==> config.mk <==
export PLATFORM = sky130hd
export DESIGN_NAME = ioa_core
export DESIGN_NICKNAME = d
export VERILOG_FILES = /design/src/rtl/ioa_pkg.sv /design/src/rtl/ioa_core.sv
export SDC_FILE = /design/constraint.sdc
export NUM_CORES = 2
export LEC_CHECK = 0
export ABC_AREA = 1
export BUFFER_PORTS_ARGS = -buffer_cell sky130_fd_sc_hd__buf_2
export CORE_ASPECT_RATIO = 2
export CORE_UTILIZATION = 57
export CTS_BUF_LIST = sky130_fd_sc_hd__clkbuf_8 sky130_fd_sc_hd__clkbuf_16
export DETAILED_ROUTE_END_ITERATION = 16
export HOLD_SLACK_MARGIN = 0.12
export PLACE_DENSITY = 0.74
export SLEW_MARGIN = 30
export SYNTH_ARGS = -nofsm -noshare
export SYNTH_HDL_FRONTEND = slang
export SYNTH_SLANG_ARGS = --single-unit
==> constraint.sdc <==
create_clock -name sys_clk -period 88 [get_ports sys_clk]
set_input_delay 13.2 -clock sys_clk [delete_from_list [all_inputs] [get_ports sys_clk]]
set_output_delay 13.2 -clock sys_clk [all_outputs]
set_load 0.05 [all_outputs]
==> src/rtl/ioa_pkg.sv <==
package ioa_pkg;

  // ************************************************************
  // opcodes, status codes
  // ************************************************************
  localparam logic [7:0] OP_READ_IO    = 8'h0f;
  localparam logic [7:0] OP_ACCUMULATE = 8'h13;
  localparam logic [7:0] OP_COMPARE    = 8'h14;
  localparam logic [7:0] STAT_OK       = 8'h64;
  localparam logic [7:0] STAT_BAD_CSUM = 8'h01;
  localparam logic [7:0] STAT_BAD_OP   = 8'h02;
  localparam logic [7:0] STAT_BAD_TYPE = 8'h03;
  localparam logic [7:0] STAT_BAD_PORT = 8'h04;
  localparam logic [7:0] HOST_ADDR     = 8'h02;

  // ************************************************************
  // banks and ports
  // ************************************************************
  localparam logic [7:0] BANK_DIG_IN   = 8'h00;
  localparam logic [7:0] BANK_ANALOG   = 8'h01;
  localparam logic [7:0] BANK_DIG_OUT  = 8'h02;
  localparam logic [7:0] PORT_ALL_IN   = 8'hff;
  localparam logic [7:0] PORT_ENC_ZERO = 8'h0b;
  localparam logic [7:0] PORT_ADC0     = 8'h00;
  localparam logic [7:0] PORT_SUPPLY   = 8'h08;
  localparam logic [7:0] PORT_TEMP     = 8'h09;
  localparam int         GEN_IN_CNT    = 4;
  localparam int         GEN_OUT_CNT   = 2;
  localparam int         ADC_W         = 12;

  // ************************************************************
  // operations and jump tests
  // ************************************************************
  typedef enum logic [7:0] {
    ACC_ADD = 8'h00, ACC_SUB = 8'h01, ACC_MUL = 8'h02, ACC_DIV = 8'h03,
    ACC_MOD = 8'h04, ACC_AND = 8'h05, ACC_OR = 8'h06, ACC_XOR = 8'h07,
    ACC_NOT = 8'h08, ACC_LOAD = 8'h09
  } ioa_acc_op_type;

  typedef enum logic [2:0] {
    JMP_ZE = 3'h0, JMP_NZ = 3'h1, JMP_EQ = 3'h2, JMP_NE = 3'h3,
    JMP_GT = 3'h4, JMP_GE = 3'h5, JMP_LT = 3'h6, JMP_LE = 3'h7
  } ioa_jump_cond_type;

  // ************************************************************
  // frames and flags
  // ************************************************************
  typedef struct packed {
    logic [7:0]  target;
    logic [7:0]  opcode;
    logic [7:0]  type_sel;
    logic [7:0]  bank;
    logic [31:0] value;
    logic [7:0]  csum;
  } ioa_cmd_type;

  typedef struct packed {
    logic [7:0]  host;
    logic [7:0]  target;
    logic [7:0]  status;
    logic [7:0]  opcode;
    logic [31:0] value;
    logic [7:0]  csum;
  } ioa_rsp_type;

  typedef struct packed {
    logic zero;
    logic greater;
    logic lower;
  } ioa_flags_type;

endpackage
==> src/rtl/ioa_core.sv <==
`timescale 1ns/1ns
module ioa_core
  import ioa_pkg::*;
(
  input  wire logic                   sys_clk,
  input  wire logic                   rst,
  input  wire logic                   cmd_valid,
  output logic                        cmd_ready,
  input  wire ioa_cmd_type            cmd,
  input  wire logic                   cmd_standalone,
  output logic                        rsp_valid,
  input  wire logic                   rsp_ready,
  output ioa_rsp_type                 rsp,
  output logic                        done,
  input  wire logic [GEN_IN_CNT-1:0]  gen_in_pin,
  input  wire logic                   enc_near_zero_pin,
  input  wire logic [ADC_W-1:0]       adc_value,
  input  wire logic [15:0]            supply_tenths,
  input  wire logic [15:0]            temp_celsius,
  input  wire logic [GEN_OUT_CNT-1:0] gen_out_state,
  output logic [31:0]                 acc_value,
  output ioa_flags_type               flags,
  input  wire ioa_jump_cond_type      jump_cond,
  output logic                        jump_ok
);

  // ************************************************************
  // helpers
  // ************************************************************
  // 8-bit sum of the first eight bytes of a frame
  function automatic logic [7:0] sum8(input logic [63:0] bytes);
    logic [7:0] s;
    s = 8'h00;
    for (int i = 0; i < 8; i++) begin
      s = s + bytes[8*i +: 8];
    end
    return s;
  endfunction

  // accumulator arithmetic, signed 32-bit
  function automatic logic [31:0] acc_op(input ioa_acc_op_type op,
                                         input logic [31:0] a,
                                         input logic [31:0] b);
    logic [31:0] r;
    r = a;
    unique case (op)
      ACC_ADD:  r = a + b;
      ACC_SUB:  r = a - b;
      ACC_MUL:  r = 32'($signed(a) * $signed(b));
      ACC_DIV:  r = (b == 32'h0) ? a : 32'($signed(a) / $signed(b));
      ACC_MOD:  r = (b == 32'h0) ? a : 32'($signed(a) % $signed(b));
      ACC_AND:  r = a & b;
      ACC_OR:   r = a | b;
      ACC_XOR:  r = a ^ b;
      ACC_NOT:  r = ~a;
      ACC_LOAD: r = b;
      default:   r = a;
    endcase
    return r;
  endfunction

  // ************************************************************
  // pin synchronisers
  // ************************************************************
  logic [GEN_IN_CNT-1:0] gin_s1_r, gin_s1_nxt, gin_r, gin_nxt;
  logic                  enc_s1_r, enc_s1_nxt, enc_r, enc_nxt;

  // two stages per pin
  always_comb begin
    gin_s1_nxt = gen_in_pin;
    gin_nxt    = gin_s1_r;
    enc_s1_nxt = enc_near_zero_pin;
    enc_nxt    = enc_s1_r;
  end

  always_ff @(posedge sys_clk or posedge rst) begin
    if (rst) begin
      gin_s1_r <= '0;
      gin_r    <= '0;
      enc_s1_r <= 1'b0;
      enc_r    <= 1'b0;
    end else begin
      gin_s1_r <= gin_s1_nxt;
      gin_r    <= gin_nxt;
      enc_s1_r <= enc_s1_nxt;
      enc_r    <= enc_nxt;
    end
  end

  // ************************************************************
  // port read mux
  // ************************************************************
  logic [31:0] rd_val;
  logic        rd_ok;

  always_comb begin
    rd_val = 32'h0;
    rd_ok  = 1'b1;
    unique case (cmd.bank)
      BANK_DIG_IN: begin
        if (cmd.type_sel < 8'(GEN_IN_CNT)) begin
          rd_val = {31'h0, gin_r[cmd.type_sel[1:0]]};
        end else if (cmd.type_sel == PORT_ALL_IN) begin
          rd_val = 32'(gin_r);
        end else if (cmd.type_sel == PORT_ENC_ZERO) begin
          rd_val = {31'h0, enc_r};
        end else begin
          rd_ok = 1'b0;
        end
      end
      BANK_ANALOG: begin
        if (cmd.type_sel == PORT_ADC0) begin
          rd_val = 32'(adc_value);
        end else if (cmd.type_sel == PORT_SUPPLY) begin
          rd_val = 32'(supply_tenths);
        end else if (cmd.type_sel == PORT_TEMP) begin
          rd_val = 32'($signed(temp_celsius));
        end else begin
          rd_ok = 1'b0;
        end
      end
      BANK_DIG_OUT: begin
        if (cmd.type_sel < 8'(GEN_OUT_CNT)) begin
          rd_val = {31'h0, gen_out_state[cmd.type_sel[0]]};
        end else begin
          rd_ok = 1'b0;
        end
      end
      default: rd_ok = 1'b0;
    endcase
  end

  // ************************************************************
  // command execution
  // ************************************************************
  logic          take;
  logic          csum_ok;
  logic [31:0]   acc_r, acc_nxt;
  ioa_flags_type flags_r, flags_nxt;
  ioa_rsp_type   rsp_r, rsp_nxt;
  logic          rsp_valid_r, rsp_valid_nxt;
  logic          done_r, done_nxt;
  logic [7:0]    st;
  logic [31:0]   val;

  assign cmd_ready = !rsp_valid_r;
  assign take      = cmd_valid && cmd_ready;
  assign csum_ok   = (sum8(cmd[71:8]) == cmd.csum);

  // next accumulator, flags and reply
  always_comb begin
    acc_nxt       = acc_r;
    flags_nxt     = flags_r;
    rsp_nxt       = rsp_r;
    rsp_valid_nxt = rsp_valid_r && !rsp_ready;
    done_nxt      = 1'b0;
    st            = STAT_OK;
    val           = cmd.value;
    if (take) begin
      if (!csum_ok) begin
        st = STAT_BAD_CSUM;
      end else begin
        unique case (cmd.opcode)
          OP_READ_IO: begin
            if (!rd_ok) begin
              st = STAT_BAD_PORT;
            end else begin
              val = rd_val;
              // direct leaves it, except packed inputs
              if (cmd_standalone || (cmd.bank == BANK_DIG_IN
                                     && cmd.type_sel == PORT_ALL_IN)) begin
                acc_nxt = rd_val;
              end
            end
          end
          OP_ACCUMULATE: begin
            if (cmd.type_sel > ACC_LOAD) begin
              st = STAT_BAD_TYPE;
            end else begin
              acc_nxt = acc_op(ioa_acc_op_type'(cmd.type_sel), acc_r, cmd.value);
            end
          end
          OP_COMPARE: begin
            flags_nxt.zero    = (acc_r == cmd.value);
            flags_nxt.greater = ($signed(acc_r) > $signed(cmd.value));
            flags_nxt.lower   = ($signed(acc_r) < $signed(cmd.value));
          end
          default: st = STAT_BAD_OP;
        endcase
      end
      rsp_nxt.host   = HOST_ADDR;
      rsp_nxt.target = cmd.target;
      rsp_nxt.status = st;
      rsp_nxt.opcode = cmd.opcode;
      rsp_nxt.value  = val;
      rsp_nxt.csum   = sum8({HOST_ADDR, cmd.target, st, cmd.opcode, val});
      rsp_valid_nxt  = !cmd_standalone;
      done_nxt       = cmd_standalone;
    end
  end

  always_ff @(posedge sys_clk or posedge rst) begin
    if (rst) begin
      acc_r       <= 32'h0;
      flags_r     <= '0;
      rsp_r       <= '0;
      rsp_valid_r <= 1'b0;
      done_r      <= 1'b0;
    end else begin
      acc_r       <= acc_nxt;
      flags_r     <= flags_nxt;
      rsp_r       <= rsp_nxt;
      rsp_valid_r <= rsp_valid_nxt;
      done_r      <= done_nxt;
    end
  end

  assign acc_value = acc_r;
  assign flags     = flags_r;
  assign rsp       = rsp_r;
  assign rsp_valid = rsp_valid_r;
  assign done      = done_r;

  // ************************************************************
  // jump tests
  // ************************************************************
  // condition decode
  always_comb begin
    jump_ok = 1'b0;
    unique case (jump_cond)
      JMP_ZE, JMP_EQ: jump_ok = flags_r.zero;
      JMP_NZ, JMP_NE: jump_ok = !flags_r.zero;
      JMP_GT:         jump_ok = flags_r.greater;
      JMP_GE:         jump_ok = !flags_r.lower;
      JMP_LT:         jump_ok = flags_r.lower;
      JMP_LE:         jump_ok = !flags_r.greater;
    endcase
  end
endmodule

==> flow_summary.ini, run 1 <==
[run_status]
outcome = did not finish
flow.stopped_at = global routing (5_1_grt)
error = [ERROR GRT-0116] Global routing finished with congestion. Check the congestion regions in the DRC Viewer.

[logic_synthesis]
synth_common_cells = nand2_1, inv_1, ha_1
synth_top_area_frac = 0.158
synth_most_common_cell = nand2_1
synth-main-ff-cell = dfrtp_1
ys_ff_latch = 108
synthTopCellsByArea = nand2_1, ha_1, fa_1
async_flop_share = 1.00
yosysUniqueCellTypes = 87
ys_seq_area_frac = 0.0422
syn_area_per_cell_um2 = 6.33
yosys_warnings = 0
yosys.area.top_type = nand2_1
synth_edf_count = 0
syn-cell-area_um2 = 64000
syn_inst = 10110

[grt]
grt_pass1_wl_mm = 499
grt_pass1_vias = 78443
gr-usage-all-layers = 0.597
overflow = 3
grt_max_degree = 103

[floorplanning]
die_w_um = 239
fp-row-count = 173
die_height_um = 476
io_pins = 242
initial_utilization = 0.575

[clock_tree]
clock_path_buffers = 2
cts-root-buf = clkbuf_16
cts_sinks = 108
numCtsBuffers = 9
hold_buffers = 0
htreeDepth = 3

[place]
place.gp.congestion = 1.20
io_buffers = 231
placed_cell_area_um2 = 69200
dpl.hpwl_mm = 249
-- cell families after synthesis --
kind of cell               synth area share
muxes                              0.000156
AOI/OAI and AO/OA                     0.150
adders and majority gates             0.307
xor gates and xnor gates             0.0690
other                             0.0000586
and+or+nand+nor                       0.289
buffers and inverters                 0.143
DFF                                  0.0422
-- repair_timing --
item,in CTS
resized for setup,24
pin swaps,3
buffers inserted,5
endpoints found under the setup margin,24
cloned,0
-- through the flow --
stage,setup WS (ns),utilization,std cells,hold WS [ns],setup TNS [ns]
3_5_place_dp,-2.30,0.622,12021,0.336,-34.87
3_3_place_gp,-1.50,0.622,12021,0.335,-16.19
4_1_cts,0.0438,0.626,12042,0.361,0
2_1_floorplan,7.58,-,10119,0.331,0
-- routing by layer --
metal,track usage,GRT overflow
met5,0.0273,0
met3,0.302,0
met4,0.697,1
met2,0.887,2
met1,0.550,0
==> inputs of run 2 (changes only) <==
--- a/config.mk
+++ b/config.mk
@@ -7,12 +7,9 @@
 export LEC_CHECK = 0
 export ABC_AREA = 1
 export BUFFER_PORTS_ARGS = -buffer_cell sky130_fd_sc_hd__buf_2
-export CORE_ASPECT_RATIO = 2
-export CORE_UTILIZATION = 57
-export CTS_BUF_LIST = sky130_fd_sc_hd__clkbuf_8 sky130_fd_sc_hd__clkbuf_16
+export CORE_UTILIZATION = 40
 export DETAILED_ROUTE_END_ITERATION = 16
-export HOLD_SLACK_MARGIN = 0.12
-export PLACE_DENSITY = 0.74
+export PLACE_DENSITY_LB_ADDON = 0.15
 export SLEW_MARGIN = 30
 export SYNTH_ARGS = -nofsm -noshare
 export SYNTH_HDL_FRONTEND = slang
==> run 2 against run 1 <==
Effect of this change: the flow now finishes without violations; area after synthesis unchanged; synthesized cell count unchanged.
==> flow_summary.ini, run 2 <==
[grt]
overflow = 0
grt_pass1_wl_mm = 440
grt_max_degree = 104
antenna_found_initial = 6
grt_pass1_vias = 67091
gr-usage-all-layers = 0.363

[logic_synthesis]
synth-main-ff-cell = dfrtp_1
yosys-mux-area-fraction = 0.000156
ys_seq_area_frac = 0.0422
synthAdderAreaFrac = 0.307
synth_most_common_cell = nand2_1
synth_compound_area_frac = 0.150
synth_edf_count = 0
synthXorXnorAreaFrac = 0.0690
synth_top_area_frac = 0.158
syn_inst = 10110
yosys_warnings = 0
synthTopCellsByArea = nand2_1, ha_1, fa_1
ys_ff_latch = 108
synth_common_cells = nand2_1, inv_1, ha_1
yosysUniqueCellTypes = 87
synthSimpleGateAreaFrac = 0.289
synth_top_family_by_area = adder cells
async_flop_share = 1.00
syn_area_per_cell_um2 = 6.33
syn-cell-area_um2 = 64000
yosys.area.top_type = nand2_1

[timing]
fmax_ghz = 0.0121
finalHoldViolations = 0
slew_headroom = 0.298
setup_ws_ns = 5.12
slew_violations = 0
skew_ns = 0.0159
period_minus_slack_ns = 82.88
fin_crit_sh = 0.942
setup_viol = 0
tightest_slew_ns = 1.05

[pwr]
clockPowerShare = 0.034
p_seq_frac = 0.040
leakage_uw = 0.0387
p_sw_frac = 0.614
irDropWorstVdd_mv = 0.0652
p_int_uw = 578
power_frac_comb = 0.926
p_sw_uw = 922
p_per_area_nw_per_um2 = 20.7
p_total_uw = 1500

[clock_tree]
hold_buffers = 0
cts_sinks = 108
cts_tree = done
insertion_delay_ns = 0.42
numCtsBuffers = 9
clk_pin_slew_ns = 0.10
htreeDepth = 3
clock_path_buffers = 2
cts-root-buf = clkbuf_16

[floorplanning]
core_um2 = 159000
die_w_um = 402
initial_utilization = 0.404
die_height_um = 402
io_pins = 242
design.die.area_um2 = 162000
fp-row-count = 146

[cells_and_area]
utilization = 0.457
largest_reg_flops = 61
drive_above_1_share = 0.143
finalInstanceArea_um2 = 72500
stdcell_count = 12638
layout_common_cells = nand2_1, inv_1, ha_1
syn2layout_area_growth_pct = 13.3
fin_nets = 11968
mostFrequentLayoutCell = nand2_1

[min_path]
hold_class = register to register
worstHoldPathCells = 0

[flow_run]
drv_cap = 0

[detailed_routing]
routed_wl_mm = 303
via_count = 69936
wl_per_cell_um = 24.0
first_pass_iters = 8
drt-initial-drc-count = 6179
met2_length_mm = 135
ant_nets = 0
wl_met3_mm = 23.2
top_layer = met5
routedLengthMet1_mm = 127
drc_errors = 0
viasPerCell = 5.53

[place]
place_inst = 12537
placed_cell_area_um2 = 69500
place.gp.congestion = 1.02
dp_slack_ns = -1.23
dpl.hpwl_mm = 247
io_buffers = 231

[setup_path]
reg2regPathDepth = 506
cp.arrival_ns = 83.21
worstPathRequired_ns = 88.33
slowest_delay_ns = 0.43
start_kind = input port
path_class = input port to register
critPathMaxFanout = 14
cp_common_cell = nand2_1
end_kind = register
crit_slowest_cell = nor4_4

[run_status]
outcome = finished clean
run 2: metrics by stage:
| step | setup TNS [ns] | hold WS (ns) |
|---|---|---|
| floorplan | 0 | 0.331 |
| global placement | -8.43 | 0.333 |
| detailed placement | -15.07 | 0.335 |
| CTS | 0 | 0.358 |
| global route | -4.26 | 0.360 |
| finish | 0 | 0.358 |
run 2: cell type report:
type	count	area (µm²)
sequential	108	2700
clock inverter	7	103
fill	16980	86100
inverter	1984	7500
multi-input combinational	7713	54200
timing repair buffer	742	5200
tap	2072	2590
antenna	3	7.51
clock buffer	9	225
run 2: what timing repair did:
action                     in CTS  in global routing
setup endpoints to repair      19                 32
pin swaps                       0                121
buffers inserted                0                 75
gates resized for setup        12                479
cloned                          0                  6
run 2: cell families (layout without fill, tap and decap cells):
kind of cell	count (synthesis)	after routing
AND/OR/NAND/NOR	4292	4296
buffers and inverters	2302	2742
AO/OA/AOI/OAI	1623	1623
adder cells (fa/ha/maj)	1279	1279
XOR/XNOR	504	504
flip-flops	108	108
other	1	13
multiplexers	1	1
run 2: final timing paths:
kind / startpoint / to / slack (ns)
setup / recovery: cmd[24] / acc_value[23] / 5.12
hold / removal: gin_nxt[2] / gin_r[2] / 0.36
setup reg to reg: acc_value[1] / acc_value[23] / 15.36
hold reg to reg: gin_nxt[2] / gin_r[2] / 0.36
max in group asynchronous: rst / acc_value[31] / 73.85
min in group asynchronous: rst / rsp_valid / 12.90
run 2: routing by layer:
layer / global-route usage / up-vias
met5: 0 / -
met4: 0.175 / 8
met3: 0.0520 / 596
met2: 0.587 / 2856
met1: 0.472 / 33495
li1: - / 32981
run 2: power groups by stage:
stage | clock network [µW] | registers, µW | logic (µW)
floorplan | 0 | 81.4 | 883
global placement | 0 | 61.0 | 1310
detailed placement | 0 | 61.0 | 1310
CTS | 51.7 | 60.1 | 1320
global route | 52.3 | 60.8 | 1550
finish | 50.8 | 60.1 | 1390
run 2: critical path: cells and delay by family:
family	cells	cell delay, ns
xor+xnor	8	1.28
buf+inv	87	8.61
fa+ha+maj	31	9.49
simple gates	235	26.61
compound gates	145	23.82
Power figures use the tool's default switching activity.
